`src/pkg/aobf_pkg.sv`:
```
// Purpose: constants for the converter output bus formatter
// Assumes: one pclk cycle stands for one half cycle of sample_clock_in
// Notes:   register indexes are word indexes; byte address is four times the index
//
// Operation
// - configuration register 0x02 selects single-bus or dual-bus output.
// - single-bus mode places every sample on bus A at full rate.
// - single-bus strobe A toggles at half sample rate; each edge marks a word.
// - dual-bus mode splits consecutive samples over bus A and bus B.
// - dual-bus strobes run at half or quarter sample rate, chosen by configuration.
// - each bus has twelve data bits, a strobe and its own over-range flag; strobe B is a copy of strobe A.
// - register 0x05 selects offset binary or two's complement output.
// - without reset pulse the strobe divider phase versus data is undefined.
// - external reset pulse forces the strobe divider into a known state.
// - out-of-range samples clip to all zeros or all ones in offset binary (0x800 or 0x7FF in two's complement), never wrap.
// - the pipeline advances on every half cycle of the sample clock.
// - latency is 7 cycles single, 7.5 or 8.5 cycles dual.
// - over-range flag is high for a sample that was clipped.
// - sync mode turns over-range pin into sample marker, bus A single, B dual.
// - reset input is sampled on the falling sample clock edge.

package aobf_pkg;

   // ==========================================================
   // data widths
   localparam int unsigned DATA_W     = 12;
   localparam int unsigned RAW_W      = 14;
   localparam int unsigned WORD_W     = DATA_W + 2;   // data, over-range, marker
   localparam int unsigned FIFO_DEPTH = 8;
   localparam int unsigned LEVEL_W    = 4;

   localparam logic [DATA_W-1:0] CODE_MAX = 12'hFFF;
   localparam logic [DATA_W-1:0] CODE_MIN = 12'h000;
   localparam logic signed [RAW_W:0] MID_CODE = 15'sh0800;
   localparam logic signed [RAW_W:0] TOP_CODE = 15'sh0FFF;

   // ==========================================================
   // latency in half cycles, minus one for the pipe tap
   localparam int unsigned LAT_SINGLE_HALF = 14;
   localparam int unsigned LAT_DUAL2_HALF  = 15;
   localparam int unsigned LAT_DUAL4_HALF  = 17;
   localparam int unsigned PIPE_DEPTH      = LAT_DUAL4_HALF;

   // ==========================================================
   // register map (word indexes)
   localparam logic [7:0] ADDR_W          = 8'h08;
   localparam logic [5:0] IDX_BUS_CFG     = 6'h02;
   localparam logic [5:0] IDX_FMT_CFG     = 6'h05;
   localparam logic [5:0] IDX_STATUS      = 6'h10;

   localparam int unsigned BUS_DUAL_BIT   = 0;
   localparam int unsigned BUS_DIV4_BIT   = 1;
   localparam int unsigned FMT_TWOS_BIT   = 0;
   localparam int unsigned FMT_SYNC_BIT   = 1;

   localparam logic [1:0] BUS_CFG_RST     = 2'h0;
   localparam logic [1:0] FMT_CFG_RST     = 2'h0;

   localparam int unsigned ST_LEVEL_LSB   = 0;
   localparam int unsigned ST_PAIR_BIT    = 4;
   localparam int unsigned ST_STRA_BIT    = 5;
   localparam int unsigned ST_ALIGN_BIT   = 6;

endpackage : aobf_pkg

```
`src/verilog/aobf_fifo.sv`:
```
// Purpose: small synchronous FIFO between converter core and output pipe
// Assumes: single clock, push and pop by valid and ready
// Notes:   level output shows the number of stored words
`timescale 1ns/10ps
`default_nettype none

module aobf_fifo #(
   parameter int unsigned WIDTH = 14,
   parameter int unsigned DEPTH = 8
) (
   // clock and reset
   input  wire logic                     pclk,
   input  wire logic                     presetn,
   // fill side
   input  wire logic                     push_valid,
   output logic                          push_ready,
   input  wire logic [WIDTH-1:0]         push_data,
   // drain side
   output logic                          pop_valid,
   input  wire logic                     pop_ready,
   output logic [WIDTH-1:0]              pop_data,
   output logic [$clog2(DEPTH):0]        level
);

   localparam int unsigned PW = $clog2(DEPTH);

   logic [WIDTH-1:0] mem_q [DEPTH];
   logic [PW-1:0]    wr_q, wr_d, rd_q, rd_d;
   logic [PW:0]      cnt_q, cnt_d;
   logic             do_push, do_pop;
   // ready is registered so that the top-level ready output comes from a flop
   logic             ready_q;

   // ==========================================================
   // pointers and count
   always_comb begin
      do_push    = push_valid && ready_q;
      do_pop     = pop_ready && (cnt_q != '0);
      push_ready = ready_q;
      pop_valid  = (cnt_q != '0);
      pop_data   = mem_q[rd_q];
      level      = cnt_q;
      wr_d       = do_push ? PW'(wr_q + 1'b1) : wr_q;
      rd_d       = do_pop  ? PW'(rd_q + 1'b1) : rd_q;
      cnt_d      = cnt_q;
      if (do_push && !do_pop) begin
         cnt_d = cnt_q + 1'b1;
      end else if (do_pop && !do_push) begin
         cnt_d = cnt_q - 1'b1;
      end
   end

   always_ff @(posedge pclk or negedge presetn) begin
      if (!presetn) begin
         wr_q  <= '0;
         rd_q  <= '0;
         cnt_q <= '0;
         ready_q <= 1'b1;
      end else begin
         wr_q  <= wr_d;
         rd_q  <= rd_d;
         cnt_q <= cnt_d;
         ready_q <= (cnt_d != (PW+1)'(DEPTH));
      end
   end

   // storage holds no control state, so it needs no reset
   always_ff @(posedge pclk) begin
      if (do_push) begin
         mem_q[wr_q] <= push_data;
      end
   end

endmodule : aobf_fifo
`default_nettype wire

```
`src/verilog/aobf_top.sv`:
```
// Purpose: output word formatter, bus demux and strobe divider of the converter
// Assumes: pclk is the half-cycle step clock; raw samples arrive signed
// Notes:   registers over APB, zero wait states
`timescale 1ns/10ps
`default_nettype none

module aobf_top (
   // clock and reset
   input  wire logic                           pclk,
   input  wire logic                           presetn,
   // apb slave
   input  wire logic                           psel,
   input  wire logic                           penable,
   input  wire logic                           pwrite,
   input  wire logic [7:0]                     paddr,
   input  wire logic [31:0]                    pwdata,
   output logic                                pready,
   output logic                                pslverr,
   output logic [31:0]                         prdata,
   // converter core samples
   input  wire logic                           raw_valid,
   output logic                                raw_ready,
   input  wire logic [aobf_pkg::RAW_W-1:0]     raw_sample,
   // external reset pin
   input  wire logic                           align_reset_pin,
   // bus a
   output logic [aobf_pkg::DATA_W-1:0]         bus_a_data,
   output logic                                bus_a_data_strobe,
   output logic                                bus_a_over_range_flag,
   // bus b
   output logic [aobf_pkg::DATA_W-1:0]         bus_b_data,
   output logic                                bus_b_data_strobe,
   output logic                                bus_b_over_range_flag
);

   localparam int unsigned DW = aobf_pkg::DATA_W;
   localparam int unsigned WW = aobf_pkg::WORD_W;
   localparam int unsigned PD = aobf_pkg::PIPE_DEPTH;

   // ==========================================================
   // registers
   logic [1:0]  bus_cfg_q, bus_cfg_d, fmt_cfg_q, fmt_cfg_d;
   logic        pready_q, pready_d, pslverr_q, pslverr_d;
   logic [31:0] prdata_q, prdata_d;
   logic [5:0]  idx;
   logic        mapped;
   logic [aobf_pkg::LEVEL_W-1:0] level;
   logic        dual, div4, twos, sync_en;

   // ==========================================================
   // divider and reset pin
   logic        half_q, half_d, pair_q, pair_d, stra_q, stra_d;
   logic        rst_s1_q, rst_s2_q, rst_s3_q, rst_s3_d, aligned_q, aligned_d;
   logic        slot, reset_seen, upd, strobe_en;

   // ==========================================================
   // pipe and outputs
   logic [aobf_pkg::RAW_W-1:0] code_src;
   logic [WW-1:0] head, word_new, last_q, last_d;
   logic          head_valid;
   logic [WW-1:0] pipe_q [PD];
   logic [WW-1:0] pipe_d [PD];
   logic [WW-1:0] tap_a, tap_b;
   logic [DW-1:0] a_data_q, a_data_d, b_data_q, b_data_d;
   logic          a_ovr_q, a_ovr_d, b_ovr_q, b_ovr_d;
   logic signed [aobf_pkg::RAW_W:0] code;
   logic [DW-1:0] clip;
   logic          clipped;

   assign dual    = bus_cfg_q[aobf_pkg::BUS_DUAL_BIT];
   assign div4    = bus_cfg_q[aobf_pkg::BUS_DIV4_BIT];
   assign twos    = fmt_cfg_q[aobf_pkg::FMT_TWOS_BIT];
   assign sync_en = fmt_cfg_q[aobf_pkg::FMT_SYNC_BIT];

   // ==========================================================
   // apb slave: answer prepared in setup, pready high in access
   always_comb begin
      idx       = paddr[7:2];
      mapped    = (idx == aobf_pkg::IDX_BUS_CFG) || (idx == aobf_pkg::IDX_FMT_CFG)
                  || (idx == aobf_pkg::IDX_STATUS);
      pready_d  = psel && !penable;
      pslverr_d = psel && !penable && !mapped;
      prdata_d  = prdata_q;
      bus_cfg_d = bus_cfg_q;
      fmt_cfg_d = fmt_cfg_q;
      if (psel && !penable) begin
         prdata_d = 32'h0000_0000;
         if (!pwrite) begin
            unique case (idx)
               aobf_pkg::IDX_BUS_CFG: prdata_d[1:0] = bus_cfg_q;
               aobf_pkg::IDX_FMT_CFG: prdata_d[1:0] = fmt_cfg_q;
               aobf_pkg::IDX_STATUS: begin
                  prdata_d[aobf_pkg::ST_LEVEL_LSB +: aobf_pkg::LEVEL_W] = level;
                  prdata_d[aobf_pkg::ST_PAIR_BIT]  = pair_q;
                  prdata_d[aobf_pkg::ST_STRA_BIT]  = stra_q;
                  prdata_d[aobf_pkg::ST_ALIGN_BIT] = aligned_q;
               end
               default: prdata_d = 32'h0000_0000;
            endcase
         end
      end
      if (psel && penable && pready_q && pwrite) begin
         if (idx == aobf_pkg::IDX_BUS_CFG) begin
            bus_cfg_d = pwdata[1:0];
         end
         if (idx == aobf_pkg::IDX_FMT_CFG) begin
            fmt_cfg_d = pwdata[1:0];
         end
      end
   end

   always_ff @(posedge pclk or negedge presetn) begin
      if (!presetn) begin
         bus_cfg_q <= aobf_pkg::BUS_CFG_RST;
         fmt_cfg_q <= aobf_pkg::FMT_CFG_RST;
         pready_q  <= 1'b0;
         pslverr_q <= 1'b0;
         prdata_q  <= 32'h0000_0000;
      end else begin
         bus_cfg_q <= bus_cfg_d;
         fmt_cfg_q <= fmt_cfg_d;
         pready_q  <= pready_d;
         pslverr_q <= pslverr_d;
         prdata_q  <= prdata_d;
      end
   end

   assign pready  = pready_q;
   assign pslverr = pslverr_q;
   assign prdata  = prdata_q;

   // ==========================================================
   // sample buffer
   aobf_fifo #(
      .WIDTH (aobf_pkg::RAW_W),
      .DEPTH (aobf_pkg::FIFO_DEPTH)
   ) u_fifo (
      .pclk       (pclk),
      .presetn    (presetn),
      .push_valid (raw_valid),
      .push_ready (raw_ready),
      .push_data  (raw_sample),
      .pop_valid  (head_valid),
      .pop_ready  (slot),
      .pop_data   (code_src),
      .level      (level)
   );

   // ==========================================================
   // divider, reset pin sampling
   // the strobe divider powers up unrelated to the data in flight
   always_comb begin
      slot       = half_q;                                // falling edge of sample clock
      reset_seen = slot && rst_s2_q && !rst_s3_q;
      // pin level as seen at the last slot, so a rise between slots is not lost
      rst_s3_d   = slot ? rst_s2_q : rst_s3_q;
      half_d     = !half_q;
      pair_d     = slot ? !pair_q : pair_q;
      upd        = slot && (!dual || pair_q);
      strobe_en  = slot && (!dual || !div4 || pair_q);
      stra_d     = strobe_en ? !stra_q : stra_q;
      aligned_d  = aligned_q || reset_seen;
      if (reset_seen) begin
         pair_d = 1'b0;
         stra_d = 1'b0;
      end
   end

   always_ff @(posedge pclk or negedge presetn) begin
      if (!presetn) begin
         half_q    <= 1'b0;
         pair_q    <= 1'b0;
         stra_q    <= 1'b0;
         rst_s1_q  <= 1'b0;
         rst_s2_q  <= 1'b0;
         rst_s3_q  <= 1'b0;
         aligned_q <= 1'b0;
      end else begin
         half_q    <= half_d;
         pair_q    <= pair_d;
         stra_q    <= stra_d;
         rst_s1_q  <= align_reset_pin;
         rst_s2_q  <= rst_s1_q;
         rst_s3_q  <= rst_s3_d;
         aligned_q <= aligned_d;
      end
   end

   // ==========================================================
   // clipping and coding; an empty buffer repeats the last word
   always_comb begin
      code    = $signed({code_src[aobf_pkg::RAW_W-1], code_src}) + aobf_pkg::MID_CODE;
      clipped = 1'b0;
      if (code < 0) begin
         clip    = aobf_pkg::CODE_MIN;
         clipped = 1'b1;
      end else if (code > aobf_pkg::TOP_CODE) begin
         clip    = aobf_pkg::CODE_MAX;
         clipped = 1'b1;
      end else begin
         clip = code[DW-1:0];
      end
      if (twos) begin
         clip[DW-1] = !clip[DW-1];
      end
      head     = {reset_seen, clipped, clip};
      word_new = head_valid ? head : {reset_seen, last_q[WW-2:0]};
      last_d   = slot ? word_new : last_q;
   end

   // ==========================================================
   // half-cycle pipe, one stage per pclk
   assign pipe_d[0] = slot ? word_new : pipe_q[0];
   for (genvar k = 1; k < PD; k++) begin : g_pipe
      assign pipe_d[k] = pipe_q[k-1];
   end

   always_ff @(posedge pclk or negedge presetn) begin
      if (!presetn) begin
         last_q <= '0;
         for (int i = 0; i < PD; i++) begin
            pipe_q[i] <= '0;
         end
      end else begin
         last_q <= last_d;
         for (int i = 0; i < PD; i++) begin
            pipe_q[i] <= pipe_d[i];
         end
      end
   end

   // ==========================================================
   // bus demux and output registers
   always_comb begin
      if (!dual) begin
         tap_a = pipe_q[aobf_pkg::LAT_SINGLE_HALF-1];
         tap_b = '0;
      end else if (!div4) begin
         tap_a = pipe_q[aobf_pkg::LAT_DUAL2_HALF-1];
         tap_b = pipe_q[aobf_pkg::LAT_DUAL2_HALF-3];
      end else begin
         tap_a = pipe_q[aobf_pkg::LAT_DUAL4_HALF-1];
         tap_b = pipe_q[aobf_pkg::LAT_DUAL4_HALF-3];
      end
      a_data_d = a_data_q;
      b_data_d = b_data_q;
      a_ovr_d  = a_ovr_q;
      b_ovr_d  = b_ovr_q;
      if (upd) begin
         a_data_d = tap_a[DW-1:0];
         b_data_d = dual ? tap_b[DW-1:0] : b_data_q;
         if (!sync_en) begin
            a_ovr_d = tap_a[DW];
            b_ovr_d = dual && tap_b[DW];
         end else begin
            // marker on bus a in single, bus b in dual
            a_ovr_d = !dual && tap_a[DW+1];
            b_ovr_d = dual && (tap_a[DW+1] || tap_b[DW+1]);
         end
      end
   end

   always_ff @(posedge pclk or negedge presetn) begin
      if (!presetn) begin
         a_data_q <= '0;
         b_data_q <= '0;
         a_ovr_q  <= 1'b0;
         b_ovr_q  <= 1'b0;
      end else begin
         a_data_q <= a_data_d;
         b_data_q <= b_data_d;
         a_ovr_q  <= a_ovr_d;
         b_ovr_q  <= b_ovr_d;
      end
   end

   // receiving logic captures on these strobes
   assign bus_a_data            = a_data_q;
   assign bus_b_data            = b_data_q;
   assign bus_a_over_range_flag = a_ovr_q;
   assign bus_b_over_range_flag = b_ovr_q;
   assign bus_a_data_strobe     = stra_q;
   assign bus_b_data_strobe     = stra_q;
endmodule : aobf_top
`default_nettype wire

```
`config.mk`:
```
export PLATFORM = sky130hd
export DESIGN_NAME = aobf_top
export DESIGN_NICKNAME = d
export VERILOG_FILES = /design/src/pkg/aobf_pkg.sv /design/src/verilog/aobf_fifo.sv /design/src/verilog/aobf_top.sv
export SDC_FILE = /design/constraint.sdc
export NUM_CORES = 1
export LEC_CHECK = 0
export BUFFER_PORTS_ARGS = -buffer_cell sky130_fd_sc_hd__clkbuf_2
export CAP_MARGIN = 20
export CORE_MARGIN = 3
export CORE_UTILIZATION = 50
export CTS_BUF_LIST = sky130_fd_sc_hd__clkbuf_8
export DETAILED_ROUTE_END_ITERATION = 8
export PLACE_DENSITY = 0.74
export REMOVE_ABC_BUFFERS = 1
export SKIP_CTS_REPAIR_TIMING = 1
export SYNTH_ARGS = -nofsm -noshare
export SYNTH_HDL_FRONTEND = slang
export SYNTH_HIERARCHICAL = 1
export SYNTH_SLANG_ARGS = --single-unit
```
`constraint.sdc`:
```
create_clock -name pclk -period 4.75 [get_ports pclk]
set_input_delay 0.95 -clock pclk [delete_from_list [all_inputs] [get_ports pclk]]
set_output_delay 0.95 -clock pclk [all_outputs]
set_load 0.005 [all_outputs]
```
* Yosys cells after proc, flatten, opt, wreduce, memory -nomap -nowiden
Memory sizes are Yosys's and may differ from the RTL's.
Cells that the tools add are included.
** Cells by class
- Order comparisons :: 2
- Mux-type cells :: 23
- Reduce and logical (&&, ||, !) cells :: 41
- Equality and inequality tests :: 4
- Add/subtract/negate cells :: 5
** Operators with widths (count)
- 14-bit two-way mux :: 4
- 12-bit two-way mux :: 2
- 1-bit logical AND :: 16
- 14-bit by 13-bit adder with 15-bit output, second input constant :: 1
- 15-bit by 13-bit > comparator with 1-bit output, second input constant :: 1
- 15-bit by 1-bit < comparator with 1-bit output, second input constant :: 1
- 13-bit two-way mux :: 1
- 1-bit logical NOT :: 11
- 1-bit two-way mux :: 11
- 4-bit two-way mux :: 2
- 2-bit AND reduction :: 4
- 1-bit logical OR :: 7
- 7-bit two-way mux :: 1
- 3-bit by 1-bit adder with 3-bit output, second input constant :: 2
- 6-bit by 2-bit equality test with 1-bit output, second input constant :: 1
- 6-bit by 3-bit equality test with 1-bit output, second input constant :: 1
- 6-bit by 5-bit equality test with 1-bit output, second input constant :: 1
- 2-bit one-hot mux with 3 select lines :: 1
- 5-bit two-way mux :: 1
- 4-bit by 1-bit adder with 4-bit output, second input constant :: 1
- 4-bit != test, second input constant :: 1
- 2-bit nonzero test :: 2
- 4-bit nonzero test :: 1
- 4-bit by 1-bit subtractor with 4-bit output, second input constant :: 1
** Word-level totals
- Memories kept :: 1
- Word-level logic and storage cells :: 114
- Bits of input ports :: 61
- Output and inout port bits :: 63
- Register bits :: 320
- Memory bits (writable) :: 112
** Memories
- u_fifo.mem_q :: words 8, width 14, read ports 1, clocked after Yosys merged registers in 0, wr ports 1, RTL line aobf_fifo.sv:27 : logic [WIDTH-1:0] mem_q [DEPTH];

* Logic depth before layout (Yosys ltp)
Gate-level depths: netlist (run 1).
An unclocked memory read counts as a cell.
- Depth after elaboration :: 8
- Mapped depth :: 10
- Mapped depth without buffers :: 8

* Hierarchy
The synthesis (run 1) kept the hierarchy.
** By module, submodules not included
- aobf_top :: times used 1, cells each 541, area an instance 8693.3 µm², sequential area each 7106.8 µm²
- aobf_fifo :: times used 1, cells each 228, area an instance 4842.1 µm², sequential area each 3639.7 µm²

* Least setup slack after synthesis (run 1)
Ideal clock, no wire load.
- Path type :: input port to flip-flop
- From :: input port raw_valid
- To :: memory u_fifo.mem_q[0][0] (enable)
- Path buffers :: 0
- Setup slack :: 1868 ps
- Cell stages on the path :: 2
- Required time :: 4329 ps
- Setup time :: 421 ps
- Arrival :: 2460 ps
- Cells stage by stage :: nand2_2 -> nor4_1
** Between the ends
- Longest elaborated chain between the ends :: 3
** Ends and longest elaborated chain
- start, declared :: RTL line aobf_top.sv:21 : input wire logic raw_valid,
- 1-bit logical AND :: RTL line aobf_fifo.sv:37 : do_push = push_valid && ready_q;
- 1-bit two-way mux :: RTL line aobf_fifo.sv:69 : if (do_push) begin
- 1-bit two-way mux (not written as such) :: RTL line aobf_fifo.sv:70 : mem_q[wr_q] <= push_data;
- end, declared :: RTL line aobf_fifo.sv:27
No other way between the ends.

* Worst setup path in the final report (run 1)
- From :: register u_fifo.rd_q[0]
- To :: register pipe_q, in the netlist pipe_d[222]
** Between the ends
- Longest elaborated chain between the ends :: 6
- Elaborated cells on any way between the ends :: 7
- Classes of those cells :: add/sub: 1; order compare: 2; mux: 3; memory: 1
** Ends and longest elaborated chain
- start, declared :: RTL line aobf_fifo.sv:28 : logic [PW-1:0] wr_q, wr_d, rd_q, rd_d;
- start signal, assigned :: RTL line aobf_fifo.sv:61 : rd_q <= rd_d;
- memory 8 x 14 bit (*)
- net code_src (one bit) :: RTL line aobf_top.sv:58 : logic [aobf_pkg::RAW_W-1:0] code_src;
- 14-bit by 13-bit adder with 15-bit output (*) :: RTL line aobf_top.sv:192 : code = $signed({code_src[aobf_pkg::RAW_W-1], code_src}) + aobf_pkg::MID_CODE;
- 15-bit by 13-bit > comparator with 1-bit output :: RTL line aobf_top.sv:197 : end else if (code > aobf_pkg::TOP_CODE) begin
- 1-bit two-way mux :: RTL line aobf_top.sv:197
- 1-bit two-way mux (*) :: RTL line aobf_top.sv:194 : if (code < 0) begin
- 13-bit two-way mux (*) :: RTL line aobf_top.sv:207 : word_new = head_valid ? head : {reset_seen, last_q[WW-2:0]};
- end signal, assigned by index :: RTL line aobf_top.sv:227 : pipe_q[i] <= pipe_d[i];
- end, declared :: RTL line aobf_top.sv:61 : logic [WW-1:0] pipe_q [PD];
The timed path passes the listed nets; every way through them passes the cells marked *. The select of a mux whose other input is x is not followed.
A chain may end at the register's enable or synchronous reset.

==> flow_metrics.tcl, run 1 <==
set metrics [dict create \
    dr.pass1.iters 4 \
    yosys_most_used_dff "dfrtp_1" \
    chipWidth_um 170.5 \
    setup_violations 0 \
    postRouteWirelength_um 21030 \
    grt_pass1_wl_um 34700 \
    initial_utilization 0.5136 \
    start_kind "register" \
    critPathMaxFanout 17 \
    port_buffers 66 \
    finish.utilization 0.5845 \
    antenna_found_initial 0 \
    drc_errors 0 \
    crit_chain "buf_4 > mux4_2 > mux2_2 > xnor2_1 > nand2b_1 > a2111oi_0 > nor2_1" \
    placed_cells 1156 \
    ios 124 \
    synth_cells 769 \
    grt_max_degree 142 \
    rows 59 \
    die_y_um 170.5 \
    fin_setup_tns_ps 0 \
    clockBufferDepth 3 \
    via_count 6452 \
    ant_nets 0 \
    synth-simple-area-share 0.04631 \
    rrSetupSlack_ps 1640 \
    drive_gt1_frac 0.2468 \
    required_ps 5190 \
    finalWeightedCongestion 0.7660 \
    ir_drop_uv 366.3 \
    critPathArrivalTime_ps 3560 \
    wl_per_cell_um 16.70 \
    final.min_clock_period_ps 3114 \
    core_area_sq_um 26350 \
    cp.depth 7 \
    async_reset_ff_frac 0.7248 \
    grt_pass1_vias 6778 \
    first_iter_violations 429 \
    cts_buffers 57 \
    synth_top_family_by_area "multiplexers" \
    powerDensity_nw_per_um2 631.4 \
    fillers 1888 \
    outcome "completed" \
    worstMarginPinSlew_ps 1009 \
    relSlewSlack 0.3256 \
    rsz0062_at_grt "no" \
    clk_pin_slew_ps 60 \
    min_path_type "register to register" \
    synthXorXnorAreaFrac 0.004529 \
    maxCapViolCount 0 \
    cts.sinks 407 \
    ys_ff_latch 407 \
    slew_violations 0 \
    yosys_warnings 6 \
    synth_compound_area_frac 0.03929 \
    muxShareOfSynthArea 0.08403 \
    skew_ps 26.49 \
    detail_route.vias_per_cell 5.125 \
    grt_use_total 0.1501 \
    synth_area_sq_um 13540 \
    regToRegEndpoint "pipe_d[222]$_DFFE_PN0P_" \
    synth-seq-area-share 0.7940 \
    fin_crit_sh 0.6557 \
    max_stage_delay_ps 720 \
    timing.critical_path.from "u_fifo/rd_q[0]$_DFFE_PN0P_" \
    design.die.area_sq_um 29080 \
    root_buffer "clkbuf_8" \
    area.growth.synth_to_final_pct 13.80 \
    ys_types 59 \
    cp_top_family "multiplexers" \
    final_nets 947 \
    reg2reg_depth 7 \
    leakage_nw 6.391 \
    rr_startpoint "u_fifo/rd_q[0]$_DFFE_PN0P_" \
    place_hpwl_um 12810 \
    worstSetupEndpoint "pipe_d[222]$_DFFE_PN0P_" \
    final_hold_viol_count 0 \
    fmax_ghz 0.3211 \
    cp_slowest_cell "dfrtp_2" \
    crit_type "register to register" \
    synth_edf_count 112 \
    overflow 0 \
    critical_path_buf_inv_count 1 \
    diodes 0 \
    clk_latency_ps 580 \
    cts_tree "done" \
    instances_no_fill 1259 \
    endpoint_kind "register" \
    syn_area_per_cell_sq_um 17.60 \
    htreeDepth 2 \
    synth-adder-area-share 0.005546 \
]
-- logic make-up (layout without fill, tap and decap cells) --
| group | count (synthesis) | after routing |
|---|---|---|
| xor+xnor | 7 | 7 |
| compound gates | 91 | 91 |
| simple gates | 119 | 119 |
| flops | 407 | 407 |
| buf+inv | 62 | 193 |
| mux | 76 | 76 |
| other cells | 1 | 25 |
| fa+ha+maj | 6 | 6 |
-- metal layers --
metal	global-route usage	routed length, um
met1	0.1920	8655
met5	0	0
met2	0.2515	10650
met4	0.05291	436
met3	0.03951	1292
-- registers in the layout, summed over array words and instances (netlist names), 2 cells and up --
register      flops
prdata            7
bus_a_data       12
pipe_q           14
bus_b_data       12
bus_cfg_q         2
pipe_d          224
u_fifo/mem_q    112
u_fifo/rd_q       3
u_fifo/level      4
fmt_cfg_q         2
u_fifo/wr_q       3
-- power by group --
part / internal, W / total, W / switching (W)
Clock: 0.00148 / 0.00269 / 0.00121
Combinational: 0.000778 / 0.00161 / 0.000831
Sequential: 0.00485 / 0.00543 / 0.000581
-- area by class of cell --
class | count | area [sq um] | share of cell area
timing repair buffer | 80 | 457.9 | 0.02973
multi-input combinational | 324 | 2557 | 0.1660
sequential | 407 | 10750 | 0.6978
clock inverter | 34 | 234.0 | 0.01519
clock buffer | 69 | 949.7 | 0.06165
tap | 335 | 419.2 | 0.02721
inverter | 10 | 37.54 | 0.002437
-- synth_stat cells, types with 4 or more instances --
cell,number,area share
dfrtp_1,294,0.54
edfxtp_1,112,0.25
o21ai_0,49,0.018
nand2_1,44,0.012
mux4_2,28,0.047
mux2i_1,27,0.020
buf_4,26,0.014
nor2_1,22,0.0061
mux2_2,18,0.015
clkbuf_1,17,0.0047
a21oi_1,15,0.0055
nor3_1,10,0.0037
inv_1,9,0.0025
nand2b_1,7,0.0032
nand3_1,7,0.0026
xnor2_1,7,0.0045
buf_2,6,0.0022
ha_1,6,0.0055
a22o_1,5,0.0032
nand4_1,4,0.0018
-- worst min path at each step --
stage / from / end / slack [ps] / depth (start not counted)
2_1_floorplan: pipe_d[114]$_DFF_PN0_ / pipe_d[100]$_DFF_PN0_ / 330 / 0
3_3_place_gp: pipe_d[10]$_DFF_PN0_ / pipe_q[10]$_DFF_PN0_ / 330 / 0
3_5_place_dp: pipe_d[205]$_DFF_PN0_ / pipe_d[191]$_DFF_PN0_ / 330 / 0
4_1_cts: rst_s1_q$_DFF_PN0_ / rst_s2_q$_DFF_PN0_ / 330 / 0
5_1_grt: rst_s1_q$_DFF_PN0_ / rst_s2_q$_DFF_PN0_ / 340 / 0
6_report: pipe_d[187]$_DFF_PN0_ / pipe_d[173]$_DFF_PN0_ / 330 / 0
-- worst register-to-register path, stage by stage (launching register included) --
cell       delay, ps
dfrtp_2          720
buf_4            400
mux4_2           560
mux2_2           320
xnor2_1          180
nand2b_1         240
a2111oi_0        480
nor2_1            90
-- layout by cell type, fill, tap and decap left out, types with 5 or more instances in the layout --
master	synthesis	final
dfrtp_1	294	293
edfxtp_1	112	112
clkbuf_8	0	69
clkbuf_2	0	65
o21ai_0	49	49
nand2_1	44	44
inv_1	9	30
mux4_2	28	28
mux2i_1	27	27
conb_1	1	25
nor2_1	22	20
mux2_2	18	18
a21oi_1	15	15
buf_4	26	13
clkinv_2	0	8
nand2b_1	7	7
nand3_1	7	7
xnor2_1	7	7
nor3_1	10	6
ha_1	6	6
a22o_1	5	5
-- per-stage QoR --
step           hold WS [ps]  total power, W  setup WS [ps]  cell area (sq um)
2_1_floorplan         331.2        0.006409           1373              13310
3_3_place_gp          331.5        0.006981           1619              14220
3_5_place_dp          334.7        0.007147           1614              14220
4_1_cts               326.3        0.009877           1575              15400
5_1_grt               338.4         0.01034           1281              15400
6_report              332.7        0.009726           1636              15400
Power figures use the tool's default switching activity.
==> run 2, diff against run 1 <==
- ABC_AREA: not set -> 1
- PLACE_DENSITY: 0.74 -> 0.77
- clock period: 4.75 -> 2.7 ns (I/O delays scaled with it)
==> run 2 against run 1 <==
  * Global-route usage increased by 1.6 points
  * Via count increased by 20%
  * Non-clock buffer count increased by 19
  * Sequential power increased by 70%
  * Die area increased by 1.7%
  * Synthesized area increased by 1.8%
  * Critical endpoint is now pipe_d[216]$_DFFE_PN0P_
  * Largest power group unchanged
  * Highest routed layer unchanged
==> flow_metrics.tcl, run 2 <==
set metrics [dict create \
    outcome "completed" \
    holdCritStartpoint "align_reset_pin" \
    port_buffers 66 \
    layout_commonest_cell "dfrtp_1" \
    required_ps 3160 \
    first_iter_violations 690 \
    min_path_type "primary input to register" \
    synth_cells 1035 \
    slew_violations 0 \
    wl_per_cell_um 15.54 \
    synth-simple-area-share 0.09964 \
    fmax_ghz 0.4154 \
    largest_register_ffs 224 \
    worstMarginPinSlew_ps 894.5 \
    yosys_warnings 6 \
    endpoint_kind "register" \
    seqCellArea_sq_um 10750 \
    grt_pass1_vias 7953 \
    muxShareOfSynthArea 0 \
    ant_nets 0 \
    synth_top_area_cell "dfrtp_1" \
    ios 124 \
    cp_slowest_cell "dfrtp_1" \
    drive_gt1_frac 0.1729 \
    die_y_um 172.0 \
    antenna_found_initial 0 \
    fillers 2059 \
    crit_type "register to register" \
    synthTopCellsByArea "dfrtp_1 53%, edfxtp_1 24%, nor2_1 4.3%" \
    chipWidth_um 172.0 \
    hold_ws_ps 89.13 \
    clockBufferDepth 3 \
    grt_pass1_wl_um 39110 \
    synth-seq-area-share 0.7801 \
    final_cell_mix "294 x dfrtp_1, 159 x nor2_1, 140 x nand2_1" \
    grt_use_total 0.1657 \
    skew_ps 11.56 \
    diodes 0 \
    critPathArrivalTime_ps 2870 \
    syn_area_per_cell_sq_um 13.31 \
    finalWeightedCongestion 0.7679 \
    synthXorXnorAreaFrac 0.003179 \
    clk_latency_ps 580 \
    powerDensity_nw_per_um2 1111 \
    postRouteWirelength_um 24000 \
    final_nets 1223 \
    multi_input_area_sq_um 2531 \
    via_count 7734 \
    root_buffer "clkbuf_8" \
    synth_commonest_cells "294 x dfrtp_1, 159 x nor2_1, 140 x nand2_1" \
    fin_crit_sh 0.8916 \
    yosys_most_used_dff "dfrtp_1" \
    cp_top_family "compound AO/OA/AOI/OAI gates" \
    power.total_w 0.01749 \
    leakage_nw 6.978 \
    drc_errors 0 \
    ys_types 36 \
    netlist.area_leader.share 0.5341 \
    cts_tree "done" \
    cts.sinks 407 \
    synth_top_family_by_area "simple AND/OR/NAND/NOR gates" \
    holdPathEnd "rst_s1_q$_DFF_PN0_" \
    synth_edf_count 112 \
    overflow 0 \
    ys_ff_latch 407 \
    max_stage_delay_ps 430 \
    setup_violations 0 \
    maxCapViolCount 0 \
    grt_max_degree 73 \
    rrSetupSlack_ps 290 \
    detail_route.vias_per_cell 5.009 \
    min_path_cells 1 \
    cts_buffers 57 \
    place_hpwl_um 14460 \
    ir_drop_uv 709.9 \
    initial_utilization 0.5097 \
    rr_startpoint "u_fifo/rd_q[0]$_DFFE_PN0P_" \
    dr.pass1.iters 5 \
    relSlewSlack 0.4000 \
    final.min_clock_period_ps 2407 \
    regToRegEndpoint "pipe_d[216]$_DFFE_PN0P_" \
    yosysMostFrequentCell "dfrtp_1" \
    synth_compound_area_frac 0.06866 \
    critical_path_buf_inv_count 3 \
    async_reset_ff_frac 0.7248 \
    synth-adder-area-share 0.005450 \
    htreeDepth 2 \
    core_area_sq_um 27030 \
    final_hold_viol_count 0 \
    clk_pin_slew_ps 60 \
    crit_chain "inv_2 > buf_4 > o21ai_0 > a31oi_1 > inv_1 > ha_1 > nor2_1 > nand2_1 > o21ai_0 > nand2_1" \
    rows 60 \
    design.die.area_sq_um 29580 \
    reg2reg_depth 10 \
    rsz0062_at_grt "no" \
    synth_area_sq_um 13780 \
    area.growth.synth_to_final_pct 14.22 \
    start_kind "register" \
    critPathMaxFanout 11 \
]
## run 2: cell count changes after synthesis, sizes merged, moves of 14 or more
cell	before	now
mux2i	27	0
mux4	28	0
nand2	46	148
nor2	22	161
mux2	21	0
a21oi	16	46
o21ai	52	94
buf	35	49
inv	10	45
## run 2: where the power goes
group / total [W] / leakage [nW] / switching [W] / internal, W
sequential: 0.00925 / 4.46 / 0.000805 / 0.00845
combinational: 0.00348 / 1.82 / 0.00222 / 0.00125
clock: 0.00476 / 0.693 / 0.00217 / 0.00259
total: 0.0175 / 6.98 / 0.00520 / 0.0123
## run 2: cell type report
cell class,count,share of cell area
clock buffers,75,0.06560
clock inverters,31,0.01097
inverters,46,0.01097
multi-input cells,545,0.1609
flip-flops and latches,407,0.6830
well taps,341,0.02712
repair buffers,99,0.04151
## run 2: layer usage
metal / vias to the layer above / global-route usage / wire [um]
met5: - / 0 / 0
met4: 0 / 0.04998 / 405
met3: 38 / 0.03727 / 1356
met2: 210 / 0.2894 / 12330
met1: 3851 / 0.2088 / 9913
li1: 3635 / - / -
## run 2: per-stage QoR
stage          setup WS (ps)  TNS (ps)  utilization  instances  area, sq um
2_1_floorplan         -472.3     -5893            -        998        13450
3_3_place_gp           328.7         0       0.5373       1437        14520
3_5_place_dp           279.6         0       0.5373       1437        14520
4_1_cts                264.0         0       0.5819       1543        15730
5_1_grt                20.57         0       0.5822       1544        15740
6_report               292.7         0       0.5822       1544        15740
## run 2: logic make-up after synthesis
group                      count (synthesis)
buffers and inverters                    107
and+or+nand+nor                          336
adders and majority gates                  6
xor gates and xnor gates                   5
AOI/OAI and AO/OA                        173
DFF                                      407
other                                      1
## run 2: how the worst max path moves through the flow
stage	from	to	slack, ps	cells after the start
finish	u_fifo/rd_q[0]$_DFFE_PN0P_	pipe_d[216]$_DFFE_PN0P_	290	10
global route	u_fifo/rd_q[0]$_DFFE_PN0P_	pipe_d[218]$_DFFE_PN0P_	20	10
CTS	u_fifo/rd_q[0]$_DFFE_PN0P_	pipe_d[216]$_DFFE_PN0P_	260	10
detailed placement	u_fifo/rd_q[0]$_DFFE_PN0P_	pipe_d[216]$_DFFE_PN0P_	280	11
global placement	u_fifo/rd_q[0]$_DFFE_PN0P_	pipe_d[220]$_DFFE_PN0P_	330	14
floorplan	u_fifo/rd_q[0]$_DFFE_PN0P_	pipe_d[210]$_DFFE_PN0P_	-470	11
==> run 3, diff against run 2 <==
- SYNTH_HIERARCHICAL: 1 -> not set
==> run 3 against run 2 <==
  * Power grew 0.56%
  * Final cell count grew 6.3%
  * Largest cell class unchanged
  * Critical path type unchanged
  * Utilization grew 0.69 points
  * Fmax grew 0.93%
  * Via count grew 2.8%
  * Register-to-register slack gained 20 ps
==> flow_metrics.tcl, run 3 <==
set metrics [dict create \
    synth-seq-area-share 0.7750 \
    instances_no_fill 1642 \
    finalWeightedCongestion 0.7824 \
    syn_area_per_cell_sq_um 12.70 \
    place_hpwl_um 14890 \
    worstMarginPinSlew_ps 876.2 \
    yosys_most_used_dff "dfrtp_1" \
    seq_power_share 0.527 \
    die_y_um 172.5 \
    drive_gt1_frac 0.1559 \
    clockBufferDepth 3 \
    start_kind "register" \
    ys_types 36 \
    postRouteWirelength_um 24000 \
    rows 60 \
    via_count 7952 \
    diodes 0 \
    final_cell_mix "293 x dfrtp_1, 233 x nand2_1, 112 x edfxtp_1" \
    cts.sinks 407 \
    slew_violations 0 \
    synth_commonest_cells "294 x dfrtp_1, 233 x nand2_1, 112 x edfxtp_1" \
    detail_route.vias_per_cell 4.843 \
    outcome "completed" \
    wl_per_cell_um 14.62 \
    final_nets 1288 \
    pwr-share-comb 0.197 \
    p_sw_frac 0.2980 \
    synth_edf_count 112 \
    grt_max_degree 90 \
    ant_nets 0 \
    rsz0062_at_grt "no" \
    required_ps 3170 \
    first_iter_violations 543 \
    p_int_w 0.01235 \
    core_area_sq_um 27100 \
    worst_slack_ps 314.8 \
    fillers 2095 \
    layout_commonest_cell "dfrtp_1" \
    pre_cts_ws_ps 206.7 \
    yosys_warnings 0 \
    power.switching_w 0.005241 \
    synthTopCellsByArea "dfrtp_1 53%, edfxtp_1 24%, nand2_1 6.3%" \
    power_frac_clock 0.277 \
    leakage_nw 7.351 \
    powerDensity_nw_per_um2 1101 \
    cts_tree "done" \
    skew_ps 25.06 \
    area.growth.synth_to_final_pct 15.15 \
    root_buffer "clkbuf_8" \
    setup_violations 0 \
    ys_ff_latch 407 \
    ios 124 \
    htreeDepth 2 \
    fmax_ghz 0.4193 \
    netlist.area_leader.share 0.5306 \
    synth_cells 1092 \
    drc_errors 0 \
    initial_utilization 0.5116 \
    chipWidth_um 172.5 \
    antenna_found_initial 0 \
    overflow 0 \
    final_hold_viol_count 0 \
    synth_area_sq_um 13870 \
    critPathArrivalTime_ps 2850 \
    largest_register_ffs 224 \
    port_buffers 66 \
    placed_cells 1532 \
    relSlewSlack 0.4145 \
    min_path_type "primary input to register" \
    clk_latency_ps 600 \
    final.min_clock_period_ps 2385 \
    synth_top_area_cell "dfrtp_1" \
    maxCapViolCount 0 \
    cts_buffers 58 \
    endpoint_kind "register" \
    grt_use_total 0.1648 \
    ir_drop_uv 626.8 \
    crit_type "register to register" \
    dr.pass1.iters 5 \
    design.die.area_sq_um 29770 \
    critPathMaxFanout 12 \
    clk_pin_slew_ps 60 \
    grt_pass1_wl_um 40630 \
    fin_crit_sh 0.8834 \
    grt_pass1_vias 8240 \
    yosysMostFrequentCell "dfrtp_1" \
    async_reset_ff_frac 0.7248 \
]
run 3: cell count changes in the layout (fill, tap and decap cells not counted), moves of 4 or more:
cell     previous run  this run
a21oi_1            45        38
a31oi_1            14         1
buf_4              27        32
inv_1              59       106
nand2_1           140       233
nand2_2             5         1
nand3_1            16        56
nand3_2             4         0
nor2_1            159        99
o21ai_0            83        48
run 3: power groups by stage:
stage / sequential [W] / clock, W / combinational, W
3_5_place_dp: 0.00941 / 0 / 0.00344
5_1_grt: 0.00950 / 0.00529 / 0.00396
4_1_cts: 0.00931 / 0.00501 / 0.00347
6_report: 0.00927 / 0.00486 / 0.00346
2_1_floorplan: 0.00921 / 0 / 0.00204
3_3_place_gp: 0.00923 / 0 / 0.00331
run 3: critical path, cell delays in order (launching register included):
cell,delay (ps)
dfrtp_2,500
inv_2,170
nor2_1,50
o22ai_1,170
inv_1,70
o21ai_1,220
buf_4,160
ha_1,130
inv_1,60
nand3_1,80
nand2_1,50
nor2_1,130
nand2_1,70
buf_4,170
a21oi_1,130
o21ai_1,80
run 3: kinds of logic after synthesis:
kind of cell	after synthesis	share of synthesized area
adders and majority gates	6	0.005414
DFF	407	0.7750
buffers and inverters	149	0.05062
xor gates and xnor gates	5	0.003158
AOI/OAI and AO/OA	127	0.05125
other	1	0.0002704
and+or+nand+nor	397	0.1142
run 3: path summary, 6_finish.rpt:
check,end,slack [ps],from,depth (start not counted)
max,pipe_d[218]$_DFFE_PN0P_,310,u_fifo.rd_q[0]$_DFFE_PN0P_,15
min,rst_s1_q$_DFF_PN0_,70,align_reset_pin,1
max reg2reg,pipe_d[218]$_DFFE_PN0P_,310,u_fifo.rd_q[0]$_DFFE_PN0P_,15
min reg2reg,pipe_d[102]$_DFF_PN0_,340,pipe_d[116]$_DFF_PN0_,0
max in group asynchronous,pipe_d[145]$_DFF_PN0_,1340,presetn,3
min in group asynchronous,rst_s3_q$_DFFE_PN0P_,540,presetn,2
run 3: per-stage QoR:
stage               area (sq um)  utilization  total power [W]  hold slack (ps)  TNS, ps
detailed placement         14710       0.5428          0.01285            334.7        0
global placement           14710       0.5428          0.01254            331.8        0
finish                     15970       0.5892          0.01759            65.33        0
CTS                        15950       0.5886          0.01779           -58.94        0
global route               15970       0.5892          0.01875            42.28        0
floorplan                  13600            -          0.01126            244.4    -7395
run 3: area by class of cell:
type,instances,area (sq um),share of cell area
Sequential cell,407,10750,0.6731
Timing Repair Buffer,103,661.9,0.04145
Clock inverter,36,237.7,0.01489
Tap cell,372,465.4,0.02915
Multi-Input combinational cell,560,2507,0.1570
Inverter,91,341.6,0.02139
Clock buffer,73,1005,0.06293
run 3: routing by layer:
layer	vias to the layer above	global-route usage	part of all wire
li1	3779	-	-
met5	-	0	0
met3	49	0.03426	0.056
met4	0	0.06252	0.020
met1	3913	0.2099	0.42
met2	211	0.2814	0.51
